`src/run_cmd_defines.vh`:
```
// constants for the run-command qualification block
`ifndef RUN_CMD_DEFINES_VH
`define RUN_CMD_DEFINES_VH
`define CLK_HZ          10000000
`define MS_CYCLES       (`CLK_HZ / 1000)
`define A_CTRL          12'h000
`define A_STATION       12'h004
`define A_RESTART       12'h008
`define A_STATUS        12'h00c
`define A_IRQ_STAT      12'h010
`define A_IRQ_MASK      12'h014
`define A_DIRCMD        12'h018
`define SRC_KEYPAD      3'd0
`define SRC_FXRX1       3'd1
`define SRC_FXRX2       3'd2
`define SRC_SERIAL      3'd3
`define INH_NONE        2'd0
`define INH_FWD         2'd1
`define INH_REV         2'd2
`define STATION_MIN     8'd1
`define STATION_MAX     8'd250
`define STATION_RST     8'd1
`define LIMIT_MAX       4'd10
`define DELAY_MAX       16'd600
`define DELAY_RST       16'd10
`define SS_TRIP_BIT     2
`define SS_PWRUP_BIT    4
`define EV_TRIP         0
`define EV_RESTART      1
`define EV_REFUSED      2
`define EV_EXHAUST      3
`endif

```
`src/run_cmd_ctrl.v`:
```
// run-command qualification, trip handling and auto restart with apb registers
//
// Our own choices: the APB register port and the placing of the registers.
`timescale 1ns/1ps
`default_nettype none
`include "run_cmd_defines.vh"
module run_cmd_ctrl
(
  input  wire        CLK,
  input  wire        SRST,
  input  wire        PSEL,
  input  wire        PENABLE,
  input  wire        PWRITE,
  input  wire [11:0] PADDR,
  input  wire [31:0] PWDATA,
  output reg  [31:0] PRDATA,
  output reg         PREADY,
  output reg         PSLVERR,
  input  wire        FWD_IN,
  input  wire        REV_IN,
  input  wire        KEY_RUN,
  input  wire        KEY_STOP,
  input  wire        SER_RUN,
  input  wire        SER_REV,
  input  wire        FAULT,
  input  wire        TRIP_RESET,
  output reg         DRIVE_ON,
  output reg         DRIVE_REV,
  output reg         SPEED_SEARCH,
  output reg         IRQ
);
  // binary state codes, copied straight into the status word
  localparam [1:0] ST_IDLE = 2'd0;
  localparam [1:0] ST_RUN  = 2'd1;
  localparam [1:0] ST_TRIP = 2'd2;
  localparam [1:0] ST_WAIT = 2'd3;
  // 100 ms delay unit
  localparam [19:0] TICK_CYC = 20'd1000000;

  reg  [1:0]  fwd_s_q;
  reg  [1:0]  rev_s_q;
  reg  [1:0]  flt_s_q;
  reg  [1:0]  trs_s_q;
  reg  [1:0]  krun_s_q;
  reg  [1:0]  kstp_s_q;
  reg  [2:0]  src_q;
  reg  [1:0]  inhibit_q;
  reg         pwr_run_q;
  reg         trip_restart_enable_q;
  reg  [7:0]  speed_search_options_q;
  reg  [7:0]  station_id_setting_q;
  reg  [3:0]  restart_attempt_limit_q;
  reg  [15:0] restart_delay_setting_q;
  reg         direction_command_param_q;
  reg  [3:0]  attempts_q;
  reg  [19:0] tick_q;
  reg  [15:0] delay_q;
  reg  [1:0]  state_q;
  reg         armed_q;
  reg         key_latch_q;
  reg  [3:0]  irq_stat_q;
  reg  [3:0]  irq_mask_q;
  reg         trip_prev_q;
  reg  [1:0]  state_d;
  reg         want_run;
  reg         want_rev;
  reg  [3:0]  ev;
  wire        fwd;
  wire        rev;
  wire        flt;
  wire        trs;
  wire        terminal_src;
  wire        wr;
  wire        rd;
  wire        bad_dir;
  wire        src_change;
  wire        pwrup_arm;


  function inhibited;
    input [1:0] inh;
    input       dir_rev;
    begin
      inhibited = (inh == `INH_FWD && !dir_rev) ||
                  (inh == `INH_REV && dir_rev);
    end
  endfunction

  // used only by the bus error flag; the read mux relies on its default arm
  function mapped;
    input [11:0] a;
    begin
      mapped = (a == `A_CTRL) || (a == `A_STATION) ||
               (a == `A_RESTART) || (a == `A_STATUS) ||
               (a == `A_IRQ_STAT) || (a == `A_IRQ_MASK) ||
               (a == `A_DIRCMD);
    end
  endfunction

  // set wins over write-one-to-clear
  function [3:0] irq_next;
    input [3:0] cur;
    input [3:0] clr;
    input [3:0] evs;
    begin
      irq_next = (cur & ~clr) | evs;
    end
  endfunction

  assign fwd = fwd_s_q[1];
  assign rev = rev_s_q[1];
  assign flt = flt_s_q[1];
  assign trs = trs_s_q[1];
  assign terminal_src = (src_q == `SRC_FXRX1) || (src_q == `SRC_FXRX2);
  assign wr = PSEL && PENABLE && PWRITE;
  assign rd = PSEL && !PWRITE;
  // refusal is judged against the inhibit already in force, not one
  // written in the same cycle
  assign bad_dir = wr && PADDR == `A_DIRCMD &&
                   inhibited(inhibit_q, PWDATA[0]);
  // a new command source must first show its stop level, unless power-up run arms a terminal source while the window is open
  assign src_change = wr && PADDR == `A_CTRL &&
                      PWDATA[2:0] <= 3'd4 && PWDATA[2:0] != src_q;
  // pending terminal run may start while the power-up window is open
  assign pwrup_arm = state_q == ST_IDLE && !trip_prev_q && pwr_run_q &&
                     terminal_src && want_run;

  always @(posedge CLK)
  begin
    fwd_s_q  <= {fwd_s_q[0], FWD_IN};
    rev_s_q  <= {rev_s_q[0], REV_IN};
    flt_s_q  <= {flt_s_q[0], FAULT};
    trs_s_q  <= {trs_s_q[0], TRIP_RESET};
    krun_s_q <= {krun_s_q[0], KEY_RUN};
    kstp_s_q <= {kstp_s_q[0], KEY_STOP};
  end

  // requested run and direction per source
  always @*
  begin
    want_run = 1'b0;
    want_rev = direction_command_param_q;
    case (src_q)
      `SRC_KEYPAD: want_run = key_latch_q;
      `SRC_FXRX1:
      begin
        want_run = fwd ^ rev;
        want_rev = rev && !fwd;
      end
      `SRC_FXRX2:
      begin
        want_run = fwd;
        want_rev = rev;
      end
      `SRC_SERIAL:
      begin
        want_run = SER_RUN;
        want_rev = SER_REV;
      end
      default: want_run = 1'b0;
    endcase
    if (inhibited(inhibit_q, want_rev))
      want_run = 1'b0;
  end

  always @*
  begin
    state_d = state_q;
    ev = 4'h0;
    case (state_q)
      ST_IDLE:
        if (flt)
        begin
          state_d = ST_TRIP;
          ev[`EV_TRIP] = 1'b1;
        end
        else if (want_run && armed_q)
          state_d = ST_RUN;
      ST_RUN:
        if (flt)
        begin
          state_d = ST_TRIP;
          ev[`EV_TRIP] = 1'b1;
        end
        else if (!want_run)
          state_d = ST_IDLE;
      ST_TRIP:
        // attempts are only cleared by a normal stop from run
        if (!flt && trs)
        begin
          if (trip_restart_enable_q && terminal_src &&
              attempts_q < restart_attempt_limit_q)
            state_d = ST_WAIT;
          else
          begin
            state_d = ST_IDLE;
            if (trip_restart_enable_q)
              ev[`EV_EXHAUST] = 1'b1;
          end
        end
      ST_WAIT:
        if (flt)
          state_d = ST_TRIP;
        else if (delay_q == 16'd0)
        begin
          state_d = want_run ? ST_RUN : ST_IDLE;
          ev[`EV_RESTART] = want_run;
        end
      default: state_d = ST_IDLE;
    endcase
    ev[`EV_REFUSED] = bad_dir;
  end

  always @(posedge CLK)
  begin
    if (SRST)
    begin
      src_q <= `SRC_KEYPAD;
      inhibit_q <= `INH_NONE;
      pwr_run_q <= 1'b0;
      trip_restart_enable_q <= 1'b0;
      speed_search_options_q <= 8'h00;
      station_id_setting_q <= `STATION_RST;
      restart_attempt_limit_q <= 4'd0;
      restart_delay_setting_q <= `DELAY_RST;
      direction_command_param_q <= 1'b0;
      attempts_q <= 4'd0;
      tick_q <= 20'd0;
      delay_q <= 16'd0;
      state_q <= ST_IDLE;
      armed_q <= 1'b0;
      key_latch_q <= 1'b0;
      irq_stat_q <= 4'h0;
      irq_mask_q <= 4'h0;
      trip_prev_q <= 1'b0;
      PRDATA <= 32'h0;
      PREADY <= 1'b0;
      PSLVERR <= 1'b0;
      DRIVE_ON <= 1'b0;
      DRIVE_REV <= 1'b0;
      SPEED_SEARCH <= 1'b0;
      IRQ <= 1'b0;
    end
    else
    begin
      state_q <= state_d;
      // after reset armed by a stop level, or with run already held only when power-up run applies
      if (!want_run)
        armed_q <= 1'b1;
      else if (pwrup_arm)
        armed_q <= 1'b1;
      if (state_q != ST_IDLE && state_d == ST_IDLE)
        armed_q <= 1'b0;
      if (state_d == ST_WAIT)
        armed_q <= 1'b0;
      if (src_change)
        armed_q <= 1'b0;

      if (krun_s_q[1])
        key_latch_q <= 1'b1;
      if (kstp_s_q[1])
        key_latch_q <= 1'b0;
      // window closes at the first terminal stop level or first exit from idle (start or trip),
      // so power-up run cannot fire again later in the session
      if ((terminal_src && !want_run) || state_q != ST_IDLE)
        trip_prev_q <= 1'b1;

      if (state_q == ST_TRIP && state_d == ST_WAIT)
      begin
        attempts_q <= attempts_q + 4'd1;
        delay_q <= restart_delay_setting_q;
        tick_q <= TICK_CYC - 20'd1;
      end
      // 100 ms ticks; a zero delay restarts on the next cycle
      else if (state_q == ST_WAIT && delay_q != 16'd0)
      begin
        if (tick_q == 20'd0)
        begin
          tick_q <= TICK_CYC - 20'd1;
          delay_q <= delay_q - 16'd1;
        end
        else
          tick_q <= tick_q - 20'd1;
      end
      if (state_q == ST_RUN && state_d == ST_IDLE)
        attempts_q <= 4'd0;
      // synchronised fault also gates the output, not only the state
      DRIVE_ON <= (state_d == ST_RUN) && !flt;
      if (state_d == ST_RUN)
        DRIVE_REV <= want_rev;
      if (state_q != ST_RUN && state_d == ST_RUN)
        SPEED_SEARCH <= (state_q == ST_WAIT) ?
          speed_search_options_q[`SS_TRIP_BIT] :
          speed_search_options_q[`SS_PWRUP_BIT];
      else if (state_d != ST_RUN)
        SPEED_SEARCH <= 1'b0;
      if (wr && PADDR == `A_IRQ_STAT)
        irq_stat_q <= irq_next(irq_stat_q, PWDATA[3:0], ev);
      else
        irq_stat_q <= irq_next(irq_stat_q, 4'h0, ev);
      IRQ <= |((irq_stat_q | ev) & irq_mask_q);
      PREADY <= PSEL && !PENABLE;
      PSLVERR <= 1'b0;
      if (wr)
        case (PADDR)
          `A_CTRL:
          begin
            src_q <= (PWDATA[2:0] > 3'd4) ? src_q : PWDATA[2:0];
            if (PWDATA[5:4] != 2'd3)
              inhibit_q <= PWDATA[5:4];
            pwr_run_q <= PWDATA[8];
            trip_restart_enable_q <= PWDATA[9];
            speed_search_options_q <= PWDATA[23:16];
          end
          `A_STATION:
            if (PWDATA[7:0] >= `STATION_MIN &&
                PWDATA[7:0] <= `STATION_MAX)
              station_id_setting_q <= PWDATA[7:0];
          `A_RESTART:
          begin
            if (PWDATA[3:0] <= `LIMIT_MAX)
              restart_attempt_limit_q <= PWDATA[3:0];
            if (PWDATA[31:16] <= `DELAY_MAX)
              restart_delay_setting_q <= PWDATA[31:16];
          end
          `A_IRQ_MASK: irq_mask_q <= PWDATA[3:0];
          `A_DIRCMD:
            if (!bad_dir)
              direction_command_param_q <= PWDATA[0];
          `A_STATUS, `A_IRQ_STAT: ;
          default: ;
        endcase
      // read data latched at setup, stands until the next read
      if (rd && !PENABLE)
        case (PADDR)
          `A_CTRL: PRDATA <= {8'h0, speed_search_options_q, 6'h0,
                              trip_restart_enable_q, pwr_run_q, 2'h0,
                              inhibit_q, 1'b0, src_q};
          `A_STATION: PRDATA <= {24'h0, station_id_setting_q};
          `A_RESTART: PRDATA <= {restart_delay_setting_q, 12'h0,
                                 restart_attempt_limit_q};
          `A_STATUS: PRDATA <= {16'h0, attempts_q, 3'h0, armed_q,
                                2'h0, DRIVE_REV, DRIVE_ON, 2'h0,
                                state_q};
          `A_IRQ_STAT: PRDATA <= {28'h0, irq_stat_q};
          `A_IRQ_MASK: PRDATA <= {28'h0, irq_mask_q};
          `A_DIRCMD: PRDATA <= {31'h0, direction_command_param_q};
          default: PRDATA <= 32'h0;
        endcase

      // errors flagged at setup so they ride on the ready pulse
      if (PSEL && !PENABLE && !mapped(PADDR))
        PSLVERR <= 1'b1;
    end
  end
endmodule
`default_nettype wire

```
`config.mk`:
```
export PLATFORM = sky130hd
export DESIGN_NAME = run_cmd_ctrl
export DESIGN_NICKNAME = d
export VERILOG_FILES = /design/src/run_cmd_ctrl.v
export VERILOG_INCLUDE_DIRS = /design/src
export SDC_FILE = /design/constraint.sdc
export NUM_CORES = 1
export LEC_CHECK = 0
export BUFFER_PORTS_ARGS = -buffer_cell sky130_fd_sc_hd__buf_4
export CAP_MARGIN = 20
export CORE_ASPECT_RATIO = 1.2
export CORE_MARGIN = 4
export CORE_UTILIZATION = 40
export CTS_CLUSTER_SIZE = 16
export DETAILED_ROUTE_END_ITERATION = 16
export PLACE_DENSITY = 0.56
export SLEW_MARGIN = 40
export SYNTH_ARGS = -nofsm -noshare
export SYNTH_HDL_FRONTEND = slang
export SYNTH_SLANG_ARGS = --single-unit
export TNS_END_PERCENT = 100
```
`constraint.sdc`:
```
create_clock -name CLK -period 3.4 [get_ports CLK]
set_input_delay 0.17 -clock CLK [delete_from_list [all_inputs] [get_ports CLK]]
set_output_delay 0.17 -clock CLK [all_outputs]
set_load 0.05 [all_outputs]
```
* Word level (Yosys, flattened, before mapping)
Index checks and enable logic that the tools add are counted.
** Storage, ports and cells
- Input port bits :: 57
- Word-level logic and storage cells :: 185
- Bits in registers :: 147
- Output and inout bits :: 38
** Operators by class
- Magnitude comparators :: 7
- Reductions and logical operators :: 78
- Bitwise logic cells :: 8
- Eq/ne operators :: 21
- Add/subtract/negate cells :: 3
- Mux-type cells :: 36
** Operators with widths (count)
- $pmux W32 S7 :: 1
- $mux W20 :: 3
- $mux W16 :: 3
- $eq A12 B5 Y1 const B :: 3
- $logic_and A1 B1 Y1 :: 33
- $eq A12 B4 Y1 const B :: 2
- $logic_not A20 Y1 :: 1
- $sub A20 B1 Y20 const B :: 1
- $reduce_and A3 Y1 :: 6
- $mux W1 :: 17
- $le A16 B10 Y1 const B :: 1
- $logic_not A16 Y1 :: 1
- $mux W2 :: 8
- $reduce_bool A16 Y1 :: 1
- $sub A16 B1 Y16 const B :: 1
- $eq A12 B3 Y1 const B :: 1
- $logic_not A12 Y1 :: 1
- $logic_or A1 B1 Y1 :: 10
- $logic_not A1 Y1 :: 9
- $and A4 B4 Y4 :: 2
- $eq A2 B2 Y1 const B :: 4
- $ge A8 B1 Y1 const B :: 1
- $le A8 B8 Y1 const B :: 1
- $or A4 B4 Y4 :: 2
- other kinds (24) :: 40

* Depth between registers and ports, before layout
- Depth after elaboration :: 15
- Depth in mapped cells :: 10
- Mapped depth without buffers :: 8

* Least setup slack after synthesis
OpenSTA, ideal clock, no wires.
- Path kind :: register -> register
- Start :: register tick_q[0]
- End :: register delay_q[11]
- Clock period less this slack :: 2.266 ns
- Arrival :: 2.196 ns
- Stages on the path, launching flop included :: 9
- Library setup time :: 0.070 ns
- Buffers on the path :: 0
- Path slack :: 1.134 ns
- Data required time :: 3.330 ns
- Cells stage by stage :: dfxtp_1 inv_1 ha_1 or4b_2 nor4_4 nand2_4 or4_4 xor2_1 a21oi_1
** Between the ends
- Cells in the longest elaborated chain, start to end :: 3
** RTL lines
- start, declared :: RTL line run_cmd_ctrl.v:56 : reg [19:0] tick_q;
- start signal, assigned :: RTL line run_cmd_ctrl.v:272 : tick_q <= TICK_CYC - 20'd1;
- start signal, assigned :: RTL line run_cmd_ctrl.v:279 : tick_q <= TICK_CYC - 20'd1;
- start signal, assigned :: RTL line run_cmd_ctrl.v:283 : tick_q <= tick_q - 20'd1;
- $logic_not A20 Y1 :: RTL line run_cmd_ctrl.v:277 : if (tick_q == 20'd0)
- $reduce_bool A2 Y1 (no line)
- $reduce_and A2 Y1 (no line)
- end signal, assigned :: RTL line run_cmd_ctrl.v:271 : delay_q <= restart_delay_setting_q;
- end signal, assigned :: RTL line run_cmd_ctrl.v:280 : delay_q <= delay_q - 16'd1;
- end, declared :: RTL line run_cmd_ctrl.v:57 : reg [15:0] delay_q;
No other way between the ends.
A chain may end at the register's enable or synchronous reset.

* Worst setup path in the final report
- Start :: register delay_q[7]
- End :: register tick_q[13]
** Between the ends
- Cells in the longest elaborated chain, start to end :: 7
- Elaborated cells on any way between the ends :: 9
- Those cells by class :: 1 x eq/ne; 3 x mux; 5 x reduce/logical
** RTL lines
- $logic_not A16 Y1 :: RTL line run_cmd_ctrl.v:204 : else if (delay_q == 16'd0)
- $mux W2 :: RTL line run_cmd_ctrl.v:204
- $mux W2 :: RTL line run_cmd_ctrl.v:202 : if (flt)
- $pmux W2 S4 :: RTL line run_cmd_ctrl.v:170 : case (state_q)
- $eq A2 B2 Y1 :: RTL line run_cmd_ctrl.v:268 : if (state_q == ST_TRIP && state_d == ST_WAIT)
- $logic_and A1 B1 Y1 :: RTL line run_cmd_ctrl.v:268
- $reduce_or A2 Y1 (no line)
Parallel ways exist; a longest one is shown, timed or not.

==> reports/summary.md <==
- clock insertion delay at the later pin of the skew report: 0.42 ns
- Reg2Reg Capture Point: tick_q[13]
- startpoint of the most critical register-to-register path: delay_q[7]
- category of the worst setup path launch point: flip-flop
- first drt pass iteration count: 5
- post-route total power: 3.651 mW
- grt total ovfl: 0
- kind of path behind the tightest hold check: primary input to flip-flop
- minimum setup slack among reg-to-reg paths: 0.76 ns
- Root Driver: sky130_fd_sc_hd__clkbuf_16
- Fin Clk Skew: 0.01117 ns
- number of buffers added for setup after CTS: 0
- leakage power figure: 3.052 nW
- most common library cell in the layout ignoring fill and taps: sky130_fd_sc_hd__dfxtp_1
- CTS tree: done
- DRC violation count after routing: 0
- count of filler cells inserted in the layout: 1511
- switching power share of the total: 23.16%
- initial core utilization: 41.35%
- register bit count reported by yosys: 145
- Cell variety after synth: 67
- global routing usage summed across all routing layers: 20.25%
- number of buffers inserted during clock tree synthesis: 17
- IR Drop Worst-Case VDD: 0.0003160 V
- number of vias after detailed routing: 5988
- hold_sp: PWDATA[24]
- count of hold buffers inserted by post-cts repair: 14
- Netlist Area Pre-Place: 0.006545 mm^2
- deepest level of the CTS H-tree: 4
- main flop type after synthesis: sky130_fd_sc_hd__dfxtp_1
- final max-slew violation count: 0
- depth of the most critical reg-to-reg path: 6
- Top-Level Pins: 95
- unrepaired setup endpoints after global routing: no
- average via count per standard cell: 5.544
- Internal: 2.806 mW
- status: complete, no violations
- Layout Area Growth over Synthesis: 23.44%
- routability congestion estimate from global placement: 0.8815
- Async SR Flop Fraction: 0%
- classification of the worst setup path: flip-flop to flip-flop
- most frequent cells in the layout: sky130_fd_sc_hd__dfxtp_1 (145), sky130_fd_sc_hd__buf_4 (100), sky130_fd_sc_hd__nand2_1 (86)
- first-pass GRT wire length: 30340 um
- Hold Crit Depth: 3
- sequential share of the synthesized area: 44.35%
- total negative setup slack: 0 ns
- Bufs on Longest Clock Path: 2
- final setup vio count: 0
- proportion of layout cells with a drive suffix above 1: 17.32%
- endpoint kind of the worst setup timing path: flip-flop
- pwr/cell area: 452.0 mW/mm^2
- initial antenna violation count: 0
- vertical extent of the die: 148.1 um
- horizontal extent of the die: 124.8 um
- clock tree sinks: 145
- critical path peak fanout: 8
- port buffer count: 86
- P_sw: 0.8455 mW
- chain of cells forming the critical path: or4_1 > nand4b_1 > and3_1 > a21oi_2 > nand2_1 > nor2_1
- number of warnings printed during yosys synthesis: 0
- number of core rows: 50
- area enclosed by the die boundary: 0.01848 mm^2
- hpwl dp: 13180 um
- routed wire length: 18660 um
- sequential power share: 47.1%
- maximum number of pins on one net before global-route repair: 64
- clock share of power: 48.2%
- Min Clock Period, post-route: 2.642 ns
- actual slew at the worst max-slew pin: 0.7164 ns
- post-synthesis cell count: 770
- clock transition time at the flip-flop clock pins of the worst setup and hold paths: 0.06 ns
- floorplan core area: 0.01583 mm^2
- count of instances resized after the clock tree is built: 0
- largest stage delay on the critical path: 0.64 ns
- via count of the first global-routing pass: 5927
- relative max-transition margin: 52.24%
- net total in the final layout: 925
- critical path arrival: 2.99 ns
- Bufs and invs on worst path: 0
- master of the slowest instance on the critical path: sky130_fd_sc_hd__or4_1
- antenna violation net count after detailed routing: 0
- Final Cycle Share: 77.70%
- fraction of power consumed by combinational cells: 4.7%
- hold slack final: 0.01169 ns
- number of maximum-capacitance constraint violations: 0
- required time of the worst setup path: 3.75 ns
- end point of the most critical hold path: restart_delay_setting_q[8]
- detail-routed net length per standard cell: 17.28 um
- violation count after the first detailed-route iteration: 547
- synthesized area per cell: 8.500 um^2
- family with the most delay on the worst path: simple AND/OR/NAND/NOR gates
- number of antenna diodes: 0
- number of enable-type register cells in the synthesized netlist: 0
- Fmax: 378.5 MHz
- count of final hold-check violations: 0
[routing by layer]
| metal | vias up | global-route usage (%) | routed length [um] |
|---|---|---|---|
| met5 | - | 0 | 0 |
| met4 | 0 | 7.127 | 369 |
| met3 | 25 | 4.957 | 966 |
| met2 | 166 | 36.39 | 9544 |
| met1 | 2842 | 23.48 | 7779 |
| li1 | 2955 | - | - |
[power by group through the flow]
stage / registers [mW] / clock network, mW / logic (mW)
6_report: 1.72 / 1.76 / 0.172
5_1_grt: 1.72 / 1.87 / 0.188
4_1_cts: 1.72 / 1.80 / 0.172
3_5_place_dp: 1.76 / 0 / 0.159
3_3_place_gp: 1.76 / 0 / 0.157
2_1_floorplan: 1.76 / 0 / 0.0794
[metrics by stage]
step           worst slack [ns]  instance area [um^2]  std cells  utilization, %
2_1_floorplan             1.134                  6549        771               -
3_3_place_gp             0.6862                  7370       1035           46.56
3_5_place_dp             0.6748                  7378       1035           46.62
4_1_cts                  0.6615                  8071       1080           51.00
5_1_grt                  0.5560                  8079       1080           51.04
6_report                 0.7583                  8079       1080           51.04
[cell usage after synthesis, types with 6 or more instances]
cell,count,area [um^2]
sky130_fd_sc_hd__nand3_1,26,130.1
sky130_fd_sc_hd__o21ai_0,25,125.1
sky130_fd_sc_hd__ha_1,8,100.1
sky130_fd_sc_hd__o22ai_1,8,50.05
sky130_fd_sc_hd__xnor2_1,16,140.1
sky130_fd_sc_hd__nor2_1,84,315.3
sky130_fd_sc_hd__dfxtp_1,145,2903
sky130_fd_sc_hd__a22oi_1,31,232.7
sky130_fd_sc_hd__mux2i_1,28,280.3
sky130_fd_sc_hd__clkbuf_1,31,116.4
sky130_fd_sc_hd__nand2_1,86,322.8
sky130_fd_sc_hd__nand2b_1,6,37.54
sky130_fd_sc_hd__a31oi_1,7,43.79
sky130_fd_sc_hd__a21oi_1,72,360.4
sky130_fd_sc_hd__nor3_1,27,135.1
sky130_fd_sc_hd__a211oi_1,7,52.55
sky130_fd_sc_hd__xor2_1,6,52.55
sky130_fd_sc_hd__nor4_1,16,100.1
sky130_fd_sc_hd__or3_1,12,75.07
sky130_fd_sc_hd__inv_1,20,75.07
sky130_fd_sc_hd__and2_1,11,68.82
sky130_fd_sc_hd__buf_2,7,35.03
[worst reg2reg max path: cells and delay by family (launching register included)]
| family | cells | cell delay [ns] |
|---|---|---|
| AOI/OAI and AO/OA | 1 | 0.37 |
| and+or+nand+nor | 5 | 1.86 |
| DFF | 1 | 0.35 |
[layout make-up]
class                   instances  area [um^2]  share of cell area, %
inverters                      20        75.07                 0.9292
clock inverters                12        110.1                  1.363
flip-flops and latches        145         2903                  35.93
multi-input cells             562         3397                  42.05
clock buffers                  19        442.9                  5.482
repair buffers                114        890.9                  11.03
well taps                     208        260.3                  3.221
[registers in the layout (all words and copies together), names as in the netlist, 3 cells and up]
name,count
station_id_setting_q,8
irq_mask_q,4
tick_q,20
speed_search_options_q,8
restart_delay_setting_q,16
src_q,3
attempts_q,4
PRDATA,30
irq_stat_q,4
restart_attempt_limit_q,4
delay_q,16
[worst max-delay path by stage]
stage                     startpoint          end  slack [ns]  depth (start not counted)
after floorplan            tick_q[0]  delay_q[11]        1.13                          8
after global placement      src_q[0]    DRIVE_REV        0.69                          7
after detailed placement    src_q[0]    DRIVE_REV        0.67                          7
after CTS                   src_q[0]    DRIVE_REV        0.66                          7
after global routing      delay_q[7]   tick_q[13]        0.56                          6
final                     delay_q[7]   tick_q[13]        0.76                          6
[cell families after synthesis]
group                      after synthesis  synth area share, %
buffers and inverters                   64                4.148
AOI/OAI and AO/OA                      191                18.58
other                                    1              0.05730
adders and majority gates                8                1.529
DFF                                    145                44.35
muxes                                   29                4.626
xor gates and xnor gates                22                2.944
and+or+nand+nor                        310                23.76
Power figures use the tool's default switching activity.
